## config.mk

```make
export PLATFORM = sky130hd
export DESIGN_NAME = amet_regs
export DESIGN_NICKNAME = d
export VERILOG_FILES = /design/src/hw/amet_pkg.sv /design/src/hw/amet_evt_rom.sv /design/src/hw/amet_regs.sv
export VERILOG_INCLUDE_DIRS = /design/src /design/src/hw
export SDC_FILE = /design/constraint.sdc
export NUM_CORES = 1
export LEC_CHECK = 0
export ABC_AREA = 1
export ABC_CLOCK_PERIOD_IN_PS = 2400
export BUFFER_PORTS_ARGS = -buffer_cell sky130_fd_sc_hd__clkbuf_2
export CAP_MARGIN = 20
export CELL_PAD_IN_SITES_DETAIL_PLACEMENT = 2
export CELL_PAD_IN_SITES_GLOBAL_PLACEMENT = 2
export CORE_ASPECT_RATIO = 0.7
export CORE_MARGIN = 1.5
export CORE_UTILIZATION = 22
export CTS_CLUSTER_SIZE = 14
export DETAILED_ROUTE_END_ITERATION = 10
export PLACE_DENSITY_LB_ADDON = 0.1
export SYNTH_ARGS = -nofsm -noshare
export SYNTH_HDL_FRONTEND = slang
export SYNTH_SLANG_ARGS = --single-unit
```

## constraint.sdc

```tcl
create_clock -name pclk -period 2.4 [get_ports pclk]
set_input_delay 0 -clock pclk [delete_from_list [all_inputs] [get_ports pclk]]
set_output_delay 0 -clock pclk [all_outputs]
set_load 0.005 [all_outputs]
```

## src/hw/amet_defines.svh

```systemverilog
`ifndef AMET_DEFINES_SVH
`define AMET_DEFINES_SVH

// ****************************************************************
// Register offsets (byte addresses, 12-bit window)
// ****************************************************************
`define AMET_ADDR_W            12
`define AMET_ARCH_EVT3_OFS     12'h40C
`define AMET_AUX_EVT0_OFS      12'h480
`define AMET_AUX_EVT1_OFS      12'h484
`define AMET_CFG_OFS           12'hCE0
`define AMET_CTRL_OFS          12'hF00
`define AMET_STAT_OFS          12'hF04

// Event type blocks: address bits [11:6] select the group
`define AMET_ARCH_BLK          6'h10
`define AMET_AUX_BLK           6'h12

// ****************************************************************
// Event numbers and register indices
// ****************************************************************
`define AMET_ARCH3_IDX         4'h3
`define AMET_AUX0_IDX          4'h0
`define AMET_AUX1_IDX          4'h1
`define AMET_EVT_MEM_STALL     16'h1005
`define AMET_EVT_GEAR0         16'h0180
`define AMET_EVT_GEAR1         16'h0301

// ****************************************************************
// Group sizes and field positions
// ****************************************************************
`define AMET_ARCH_CNT_RST      4
`define AMET_AUX_CNT_RST       3
`define AMET_CNT_MAX           16
`define AMET_CFG_ARCH_LSB      0
`define AMET_CFG_AUX_LSB       8
`define AMET_CTRL_ERR_EN_BIT   0
`define AMET_STAT_RO_WR_BIT    0
`define AMET_STAT_RAZ_RD_BIT   1
`define AMET_CTRL_RST          1'h0
`define AMET_STAT_RST          2'h0
`define AMET_WORD_ZERO         32'h0000_0000

`endif

```

## src/hw/amet_pkg.sv

```systemverilog
`default_nettype none

package amet_pkg;

    typedef logic [31:0] amet_word_t;
    typedef logic [15:0] amet_evt_t;

    typedef enum logic [2:0]
    {
        AMET_IDLE = 3'b001,
        AMET_LOOK = 3'b010,
        AMET_DONE = 3'b100
    } amet_state_e;

endpackage : amet_pkg

`default_nettype wire

```

## src/hw/amet_evt_rom.sv

```systemverilog
`include "amet_defines.svh"
`default_nettype none

module amet_evt_rom
    import amet_pkg::*;
#(
    parameter int unsigned IDX_W = 4
)
(
    input  wire logic               pclk,
    input  wire logic               presetn,
    input  wire logic               lookup_en,
    input  wire logic               grp_aux,
    input  wire logic [IDX_W-1:0]   index,
    input  wire logic [7:0]         arch_count,
    input  wire logic [7:0]         aux_count,
    output var  amet_word_t         evt_word_ff,
    output var  logic               raz_ff
);

    if (IDX_W != 4)
    begin : g_bad_idx_w
        $error("amet_evt_rom: IDX_W must be 4");
    end

    // ************************************************************
    // Hard-wired event table
    // ************************************************************
    wire amet_evt_t  arch_evt;
    wire amet_evt_t  aux_evt;
    wire logic [7:0] idx_ext;
    wire logic       idx_impl;
    wire amet_word_t nxt_evt_word;

    assign arch_evt = (index == `AMET_ARCH3_IDX) ?
                      `AMET_EVT_MEM_STALL : 16'h0000;
    assign aux_evt  = (index == `AMET_AUX0_IDX) ? `AMET_EVT_GEAR0 :
                      (index == `AMET_AUX1_IDX) ? `AMET_EVT_GEAR1 :
                      16'h0000;

    assign idx_ext  = 8'(index);
    // Index checked against the live group size
    assign idx_impl = grp_aux ? (idx_ext < aux_count)
                              : (idx_ext < arch_count);

    // One table feeds every view, so they cannot disagree
    assign nxt_evt_word = idx_impl ?
                          {16'h0000, grp_aux ? aux_evt : arch_evt}
                          : `AMET_WORD_ZERO;

    // ************************************************************
    // Registered read port
    // ************************************************************
    always_ff @(posedge pclk or negedge presetn)
    begin
        if (!presetn)
        begin
            evt_word_ff <= `AMET_WORD_ZERO;
            raz_ff      <= 1'b0;
        end
        else if (lookup_en)
        begin
            evt_word_ff <= nxt_evt_word;
            raz_ff      <= ~idx_impl;
        end
    end

endmodule : amet_evt_rom

`default_nettype wire

```

## src/hw/amet_regs.sv

```systemverilog
// Summary of operation
// - Event type word carries the event number low, upper 16 bits zero.
// - Architected type register 3 reports memory stall cycles event.
// - Auxiliary type register 0 reports gear 0 threshold exceeded event.
// - Auxiliary type register 1 reports gear 1 threshold exceeded event.
// - Architected index at or above implemented count reads zero.
// - Auxiliary index at or above implemented count reads zero.
// - Architected count comes from the group configuration field.
// - Auxiliary count comes from the group configuration field.
// - External word equals the system register view, all 32 bits.
// - Event type registers are read-only; writes leave them unchanged, set status bit 0 and, if enabled, pslverr.
// - Upper bits reset to zero; event field has no defined reset.
// - Auxiliary group holds three counters; configuration reports three.
`include "amet_defines.svh"
`default_nettype none

module amet_regs
    import amet_pkg::*;
#(
    parameter int unsigned ARCH_CNT = `AMET_ARCH_CNT_RST,
    parameter int unsigned AUX_CNT  = `AMET_AUX_CNT_RST
)
(
    input  wire logic                    pclk,
    input  wire logic                    presetn,
    input  wire logic                    psel,
    input  wire logic                    penable,
    input  wire logic                    pwrite,
    input  wire logic [`AMET_ADDR_W-1:0] paddr,
    input  wire logic [31:0]             pwdata,
    input  wire logic [3:0]              pstrb,
    output var  amet_word_t              prdata,
    output var  logic                    pready,
    output var  logic                    pslverr
);

    // ************************************************************
    // Elaboration checks
    // ************************************************************
    if (ARCH_CNT > `AMET_CNT_MAX)
    begin : g_bad_arch_cnt
        $error("amet_regs: ARCH_CNT above 16");
    end
    if (AUX_CNT > `AMET_CNT_MAX)
    begin : g_bad_aux_cnt
        $error("amet_regs: AUX_CNT above 16");
    end

    // ************************************************************
    // Group configuration word
    // ************************************************************
    wire logic [7:0] arch_group_counter_count;
    wire logic [7:0] aux_group_counter_count;
    wire amet_word_t cfg_word;

    assign arch_group_counter_count = 8'(ARCH_CNT);
    assign aux_group_counter_count  = 8'(AUX_CNT);
    assign cfg_word = {16'h0000,
                       aux_group_counter_count,
                       arch_group_counter_count};

    // ************************************************************
    // State
    // ************************************************************
    amet_state_e state_ff;
    amet_state_e nxt_state;
    amet_word_t  prdata_ff;
    amet_word_t  nxt_prdata;
    logic        pready_ff;
    logic        nxt_pready;
    logic        pslverr_ff;
    logic        nxt_pslverr;
    logic        err_en_ff;
    logic        nxt_err_en;
    logic [1:0]  stat_ff;
    logic [1:0]  nxt_stat;

    amet_word_t  rom_word;
    logic        rom_raz;

    // ************************************************************
    // Address decode
    // ************************************************************
    wire logic       setup;
    wire logic       commit;
    wire logic       hit_arch;
    wire logic       hit_aux;
    wire logic       hit_evt;
    wire logic       hit_cfg;
    wire logic       hit_ctrl;
    wire logic       hit_stat;
    wire logic       hit_ro;
    wire logic [3:0] evt_index;
    wire logic [5:0] blk_sel;
    wire logic       ctrl_wr;

    // Upper address bits pick the register group
    assign blk_sel   = paddr[11:6];
    assign setup     = psel & ~penable;
    // Write takes effect only on the completing edge
    assign commit    = (state_ff == AMET_DONE) & psel & penable;
    assign hit_arch  = (blk_sel == `AMET_ARCH_BLK);
    assign hit_aux   = (blk_sel == `AMET_AUX_BLK);
    assign hit_evt   = hit_arch | hit_aux;
    assign hit_cfg   = (paddr == `AMET_CFG_OFS);
    assign hit_ctrl  = (paddr == `AMET_CTRL_OFS);
    assign hit_stat  = (paddr == `AMET_STAT_OFS);
    assign hit_ro    = hit_evt | hit_cfg;
    assign evt_index = paddr[5:2];
    // Only byte lane 0 carries control bits
    assign ctrl_wr   = commit & pwrite & hit_ctrl & pstrb[0];

    // ************************************************************
    // Event table lookup
    // ************************************************************
    // Lookup is registered, so the answer needs one extra cycle
    amet_evt_rom #(
        .IDX_W      (4)
    ) amet_evt_rom_inst (
        .pclk       (pclk),
        .presetn    (presetn),
        .lookup_en  (setup & hit_evt & (state_ff == AMET_IDLE)),
        .grp_aux    (hit_aux),
        .index      (evt_index),
        .arch_count (arch_group_counter_count),
        .aux_count  (aux_group_counter_count),
        .evt_word_ff(rom_word),
        .raz_ff     (rom_raz)
    );

    // ************************************************************
    // Read mux and responses
    // ************************************************************
    wire amet_word_t ctrl_word;
    wire amet_word_t stat_word;
    wire amet_word_t rd_word;
    wire logic       in_look;
    wire logic       ro_write;
    wire logic       raz_read;
    wire logic       stat_wr;
    wire logic [1:0] stat_clr;
    wire logic [1:0] stat_set;
    wire logic       look_rd;
    wire logic       look_wr;

    assign ctrl_word = {31'h0000_0000, err_en_ff};
    assign stat_word = {30'h0000_0000, stat_ff};
    assign rd_word   = hit_evt  ? rom_word  :
                       hit_cfg  ? cfg_word  :
                       hit_ctrl ? ctrl_word :
                       hit_stat ? stat_word :
                       `AMET_WORD_ZERO;
    assign in_look   = (state_ff == AMET_LOOK);
    assign look_rd   = in_look & ~pwrite;
    assign look_wr   = in_look & pwrite;
    assign ro_write  = commit & pwrite & hit_ro;
    assign raz_read  = in_look & ~pwrite & hit_evt & rom_raz;
    assign stat_wr   = commit & pwrite & hit_stat & pstrb[0];
    assign stat_clr  = stat_wr ? pwdata[1:0] : 2'h0;
    assign stat_set  = {raz_read, ro_write};

    // ************************************************************
    // Transfer sequencer
    // ************************************************************
    // Fixed three-cycle access; the table lookup takes one registered step
    always_comb
    begin
        nxt_state = AMET_IDLE;
        unique case (state_ff)
            AMET_IDLE: nxt_state = setup ? AMET_LOOK : AMET_IDLE;
            AMET_LOOK: nxt_state = AMET_DONE;
            AMET_DONE: nxt_state = AMET_IDLE;
            default:   nxt_state = AMET_IDLE;
        endcase
    end

    // ************************************************************
    // Response next values
    // ************************************************************
    always_comb
    begin
        nxt_pready = in_look;
    end

    // Quiet bus: read data is zero outside the answer cycle
    always_comb
    begin
        nxt_prdata = look_rd ? rd_word : `AMET_WORD_ZERO;
    end

    // Writes to read-only words are dropped, flagged if enabled
    always_comb
    begin
        nxt_pslverr = look_wr & hit_ro & err_en_ff;
    end

    // ************************************************************
    // Control and sticky status
    // ************************************************************
    always_comb
    begin
        nxt_err_en = err_en_ff;
        if (ctrl_wr)
            nxt_err_en = pwdata[`AMET_CTRL_ERR_EN_BIT];
    end

    // Set beats clear so an event in the clearing cycle survives
    always_comb
    begin
        nxt_stat = stat_set | (stat_ff & ~stat_clr);
    end

    // ************************************************************
    // Flops
    // ************************************************************
    always_ff @(posedge pclk or negedge presetn)
    begin
        if (!presetn)
        begin
            state_ff <= AMET_IDLE;
        end
        else
        begin
            state_ff <= nxt_state;
        end
    end

    // ************************************************************
    // Response flops
    // ************************************************************
    always_ff @(posedge pclk or negedge presetn)
    begin
        if (!presetn)
        begin
            pready_ff <= 1'b0;
        end
        else
        begin
            pready_ff <= nxt_pready;
        end
    end

    // Error answer only ever pairs with pready
    always_ff @(posedge pclk or negedge presetn)
    begin
        if (!presetn)
        begin
            pslverr_ff <= 1'b0;
        end
        else
        begin
            pslverr_ff <= nxt_pslverr;
        end
    end

    always_ff @(posedge pclk or negedge presetn)
    begin
        if (!presetn)
        begin
            prdata_ff <= `AMET_WORD_ZERO;
        end
        else
        begin
            prdata_ff <= nxt_prdata;
        end
    end

    // ************************************************************
    // Control and status flops
    // ************************************************************
    always_ff @(posedge pclk or negedge presetn)
    begin
        if (!presetn)
        begin
            err_en_ff <= `AMET_CTRL_RST;
        end
        else
        begin
            err_en_ff <= nxt_err_en;
        end
    end

    always_ff @(posedge pclk or negedge presetn)
    begin
        if (!presetn)
        begin
            stat_ff <= `AMET_STAT_RST;
        end
        else
        begin
            stat_ff <= nxt_stat;
        end
    end

    // ************************************************************
    // Outputs
    // ************************************************************
    assign prdata  = prdata_ff;
    assign pready  = pready_ff;
    assign pslverr = pslverr_ff;

endmodule : amet_regs

`default_nettype wire

```

# Word level (Yosys, flattened, before mapping)
# Cells that the tools add are included.
# totals
word_cells	60
in_bits	53
reg_bits	73
out_inout_bits	34
# op_classes
magnitude_cmp	2
n_mux	14
reduce_logical	1
n_bitwise	25
eq_ne	10
# op_table
cell	count
2-to-1 mux 32 bit	2
2-to-1 mux 16 bit	3
equality test 12 bit, second input constant	3
2-to-1 mux 10 bit	2
bitwise AND 1 bit	17
2-to-1 mux 13 bit	1
equality test 6 x 5 -> 1 bit, second input constant	2
2-to-1 mux 2 bit	4
case mux 3 bit (2 select lines)	1
equality test 4 x 1 -> 1 bit, second input constant	1
equality test 4 x 2 -> 1 bit, second input constant	1
logical NOT 4 bit	1
< comparator 4 x 2 -> 1 bit, second input constant	1
< comparator 4 x 3 -> 1 bit, second input constant	1
equality test 3 x 1 -> 1 bit, second input constant	1
equality test 3 x 2 -> 1 bit, second input constant	1
equality test 3 bit, second input constant	1
inverter 1 bit	3
bitwise AND 2 bit	1
inverter 2 bit	1
bitwise OR 1 bit	2
bitwise OR 2 bit	1
2-to-1 mux 1 bit	1

# Logic depth before layout (Yosys ltp)
# logic_depth
ltp_word	10
depth_mapped	9

# By module
# Synthesis repeated with hierarchy kept, for this count alone.
# unflattened
hier_cells	295
area_unflattened_um2	2549.9
# modules_own_cells
module	cells_each	area_per_inst_um2	instances
amet_regs	189	1824.2	1
amet_evt_rom	106	725.7	1

# Least setup slack after synthesis
# No wires, ideal clock.
# synth_path
kind	register to register
startpoint	register state_ff[0]
endpoint	register amet_evt_rom_inst.evt_word_ff[2]
stages_incl_launch_ff	8
t_arrival_ns	1.128
synth_period_minus_slack_ns	1.246
setup_slack_ns	1.154
path_cell_list	dfstp_2 > nand2_1 > nor2_2 > nand3_2 > nor2_4 > inv_2 > nand2_1 > o21ai_2
# synth_between
elab_chain_len	2
# synth_lines
item	line	source
from (decl)	amet_regs.sv:65	amet_state_e state_ff;
from (signal assigned)	amet_regs.sv:224	state_ff <= nxt_state;
equality test 3 x 1 -> 1 bit	amet_regs.sv:122	.lookup_en (setup & hit_evt & (state_ff == AMET_IDLE)),
bitwise AND 1 bit	amet_regs.sv:122	
to (signal assigned)	amet_evt_rom.sv:58	evt_word_ff <= `AMET_WORD_ZERO;
to (signal assigned)	amet_evt_rom.sv:63	evt_word_ff <= nxt_evt_word;
to (decl)	amet_evt_rom.sv:17	output var amet_word_t evt_word_ff,
# Every way passes these cells.
# A chain may end at the register's enable or synchronous reset.

# Final worst setup path
# layout_path
startpoint	register state_ff[0]
endpoint	register amet_evt_rom_inst.evt_word_ff[8]
# The elaborated chain is that of the path after synthesis.

==> summary.json <==
{
  "status": {
    "outcome": "completed"
  },
  "pwr": {
    "p_per_area_nw_per_um2": 465,
    "power.share.switching_pct": 26.5,
    "static-leakage-power_uw": 0.000845,
    "power.net_switching_uw": 185,
    "vdd_ir_drop_max_v": 0.000142,
    "pwr-share-seq_pct": 53.4,
    "clockPowerShare_pct": 33.7,
    "power.combinational.fraction_pct": 12.9,
    "cell_internal_pwr_uw": 512
  },
  "routing": {
    "firstDrtPassIters": 4,
    "detailedRoute.firstIterationViolations": 5,
    "drc": 0,
    "wirelength_um": 3340,
    "residual_antenna_violating_net_count_after_detailed_routing": 0,
    "wire_per_inst_um": 11.8,
    "via_per_inst": 3.98,
    "num_vias": 1122
  },
  "placement": {
    "gp_congestion": 0.757,
    "hpwlAfterDp_um": 2820,
    "numPortBuffers": 28
  },
  "logic_synthesis": {
    "share_of_the_yosys_chip_area_belonging_to_registers_pct": 40.6,
    "post_synth_inst_count": 174,
    "synth_area_um2": 1300,
    "mapped_avg_cell_area_um2": 7.46,
    "yosysUniqueCellTypes": 22,
    "synthTopCellsByArea": "sky130_fd_sc_hd__dfrtp_1 (39%), sky130_fd_sc_hd__buf_4 (14%), sky130_fd_sc_hd__nand2_1 (9.5%)",
    "netlist.top_cell.by_area": "sky130_fd_sc_hd__dfrtp_1",
    "post-synth-top-area-fraction_pct": 38.6,
    "ys_warn_count": 0,
    "ys_seq_elements": 21
  },
  "clocking": {
    "cts_tree": "yes",
    "cts_max_path_buffers": 2,
    "cts.sinks": 21,
    "post_cts_resized": 0,
    "clkSlewWorstSetupHoldPaths_ns": 0.07,
    "clock_insertion_delay_worst_skew_ns": 0.26,
    "ctsHtreeMaxLevel": 1,
    "cts_buffers": 3,
    "cts_root_buf": "sky130_fd_sc_hd__clkbuf_8"
  },
  "sta": {
    "grt_setup_unrepaired": "no",
    "finalSetupViolations": 0,
    "report.final.hold_viol_count": 0,
    "tightestPinTransition_ns": 0.566,
    "upper_clock_frequency_limit_mhz": 725,
    "finalMaxSlewViolations": 0,
    "period_minus_slack_ns": 1.38,
    "totalNegativeSetupSlack_ns": 0,
    "layout_worst_path_cycle_share_pct": 57.5,
    "fin_skew_ns": 0.00320,
    "max-slew-margin-rel_pct": 62.3
  },
  "setup_path": {
    "arrival_ns": 1.53,
    "worst_setup_path_end_kind": "flop",
    "critical_path_class": "reg2reg",
    "cp_max_fo": 6,
    "crit_path_required_time_ns": 2.55,
    "startpoint_type": "flop"
  },
  "die": {
    "fp.coreArea_um2": 5700,
    "fp.dieH_um": 67.3,
    "die_width_um": 94.8,
    "design.die.area_um2": 6370,
    "floorplan.initialDensity_pct": 22.8,
    "core.rowCount": 23,
    "floorplan.io_pins": 87
  },
  "layout": {
    "antenna_cells_inserted": 0,
    "fillCellCount": 702,
    "layout.core_utilization_pct": 26.3,
    "drive_gt1_share_pct": 21.7,
    "area_delta_synth_final_pct": 15.5,
    "nNetsFinal": 261
  },
  "global_routing": {
    "via_count_of_the_first_global_routing_pass": 1157,
    "first_pass_grt_wire_length_um": 5510,
    "maximum_number_of_pins_on_one_net_before_global_route_repair": 22,
    "groute.usage.overall_pct": 11.6,
    "antenna_found_initial": 0,
    "grt_remaining_overflow": 0
  },
  "run": {
    "drv.max_cap_violation_count": 0
  },
  "worst_hold_path": {
    "holdCritPathClass": "in2reg"
  }
}
[cell usage after synthesis]
cell	n
sky130_fd_sc_hd__nor3_4	1
sky130_fd_sc_hd__dfrtp_1	20
sky130_fd_sc_hd__o21ai_2	1
sky130_fd_sc_hd__nand3_2	2
sky130_fd_sc_hd__nor2_1	27
sky130_fd_sc_hd__nand4_1	3
sky130_fd_sc_hd__nand3b_1	2
sky130_fd_sc_hd__nand3_1	13
sky130_fd_sc_hd__o21ai_0	3
sky130_fd_sc_hd__o21ai_1	2
sky130_fd_sc_hd__nor3_1	3
sky130_fd_sc_hd__inv_2	1
sky130_fd_sc_hd__nand2_2	3
sky130_fd_sc_hd__a21oi_2	1
sky130_fd_sc_hd__dfstp_2	1
sky130_fd_sc_hd__nor2_4	1
sky130_fd_sc_hd__conb_1	1
sky130_fd_sc_hd__buf_4	25
sky130_fd_sc_hd__inv_1	27
sky130_fd_sc_hd__nand2_1	33
sky130_fd_sc_hd__a21boi_0	1
sky130_fd_sc_hd__nor2_2	3
[cell usage in the layout, fill, tap and decap left out]
cell	Yosys	final
sky130_fd_sc_hd__a21boi_0	1	1
sky130_fd_sc_hd__dfstp_2	1	1
sky130_fd_sc_hd__nor3_1	3	3
sky130_fd_sc_hd__nand2_2	3	3
sky130_fd_sc_hd__nand3_1	13	13
sky130_fd_sc_hd__nand3b_1	2	2
sky130_fd_sc_hd__clkbuf_2	0	28
sky130_fd_sc_hd__inv_1	27	27
sky130_fd_sc_hd__nand2_1	33	33
sky130_fd_sc_hd__nand4_1	3	3
sky130_fd_sc_hd__a21oi_2	1	1
sky130_fd_sc_hd__conb_1	1	25
sky130_fd_sc_hd__dfrtp_1	20	20
sky130_fd_sc_hd__clkbuf_1	0	1
sky130_fd_sc_hd__nand3_2	2	2
sky130_fd_sc_hd__nor2_2	3	3
sky130_fd_sc_hd__dlygate4sd3_1	0	2
sky130_fd_sc_hd__nor3_4	1	1
sky130_fd_sc_hd__clkbuf_8	0	3
sky130_fd_sc_hd__nor2_1	27	27
sky130_fd_sc_hd__o21ai_0	3	3
sky130_fd_sc_hd__inv_2	1	1
sky130_fd_sc_hd__o21ai_2	1	1
sky130_fd_sc_hd__nor2_4	1	1
sky130_fd_sc_hd__o21ai_1	2	2
[sequential cells by signal, indices dropped and copies added, names as in the netlist]
name,flops
prdata,7
state_ff,3
amet_evt_rom_inst.raz_ff,1
err_en_ff,1
pready,1
amet_evt_rom_inst.evt_word_ff,5
stat_ff,2
pslverr,1
[worst max-delay path, stage by stage, from the launching register on]
cell and delay (ns):
sky130_fd_sc_hd__dfstp_2 0.58, sky130_fd_sc_hd__nand2_1 0.08, sky130_fd_sc_hd__nor2_2 0.13, sky130_fd_sc_hd__nand3_2 0.11, sky130_fd_sc_hd__nor2_4 0.17, sky130_fd_sc_hd__inv_2 0.09, sky130_fd_sc_hd__nand2_1 0.06, sky130_fd_sc_hd__o21ai_1 0.06
[cell type report]
cell class | count | area [um2] | share of cell area (%)
clock buffer | 4 | 45.0 | 3.01
timing repair buffer | 30 | 160 | 10.7
multi-input combinational | 124 | 568 | 37.9
inverter | 28 | 105 | 7.01
sequential | 21 | 527 | 35.1
tap | 75 | 93.8 | 6.26
[worst paths after layout]
| kind | startpoint | to | slack (ns) | cells after the start |
|---|---|---|---|---|
| max | state_ff[0] | amet_evt_rom_inst.evt_word_ff[8] | 1.02 | 7 |
| min | pwdata[1] | stat_ff[1] | 0.02 | 4 |
| max reg2reg | state_ff[0] | amet_evt_rom_inst.evt_word_ff[8] | 1.02 | 7 |
| min reg2reg | stat_ff[0] | stat_ff[0] | 0.48 | 2 |
| max in group asynchronous | presetn | state_ff[0] | 1.76 | 2 |
| min in group asynchronous | presetn | prdata[7] | 0.26 | 2 |
[power groups by stage]
stage | clock network (uW) | logic (uW) | registers (uW)
final | 235 | 89.8 | 372
after global routing | 263 | 104 | 374
after floorplan | 0 | 75.0 | 378
after CTS | 255 | 90.7 | 373
after global placement | 0 | 84.5 | 379
after detailed placement | 0 | 88.0 | 380
[cells by family (layout without fill, tap and decap cells)]
family	after synthesis	in the layout	synth area share, %
AO/OA/AOI/OAI	8	8	3.86
buffers and inverters	53	62	22.6
flip-flops	21	21	40.6
other	1	25	0.289
AND/OR/NAND/NOR	91	91	32.7
[per-stage QoR]
stage | hold WS (ns) | instance area [um2] | setup WS, ns | total power, uW | instances
after floorplan | -0.296 | 1390 | 1.15 | 453 | 198
after global placement | 0.0123 | 1430 | 1.02 | 463 | 276
after detailed placement | 0.0259 | 1430 | 1.01 | 468 | 276
after CTS | 0.0134 | 1500 | 0.998 | 718 | 282
after global routing | 0.0562 | 1500 | 0.861 | 741 | 282
final | 0.0202 | 1500 | 1.02 | 697 | 282
[layer usage]
metal | vias up | global-route usage (%) | wire, um
li1 | 547 | - | -
met1 | 535 | 15.0 | 1510
met2 | 35 | 19.3 | 1620
met3 | 5 | 3.04 | 172
met4 | 0 | 3.36 | 38
met5 | - | 0 | 0
[what timing repair did]
| item | in CTS | in global routing |
|---|---|---|
| hold buffers | 2 | 0 |
| buffers inserted | 0 | 0 |
| endpoints found under the hold margin | 21 | 0 |
Power figures use the tool's default switching activity.
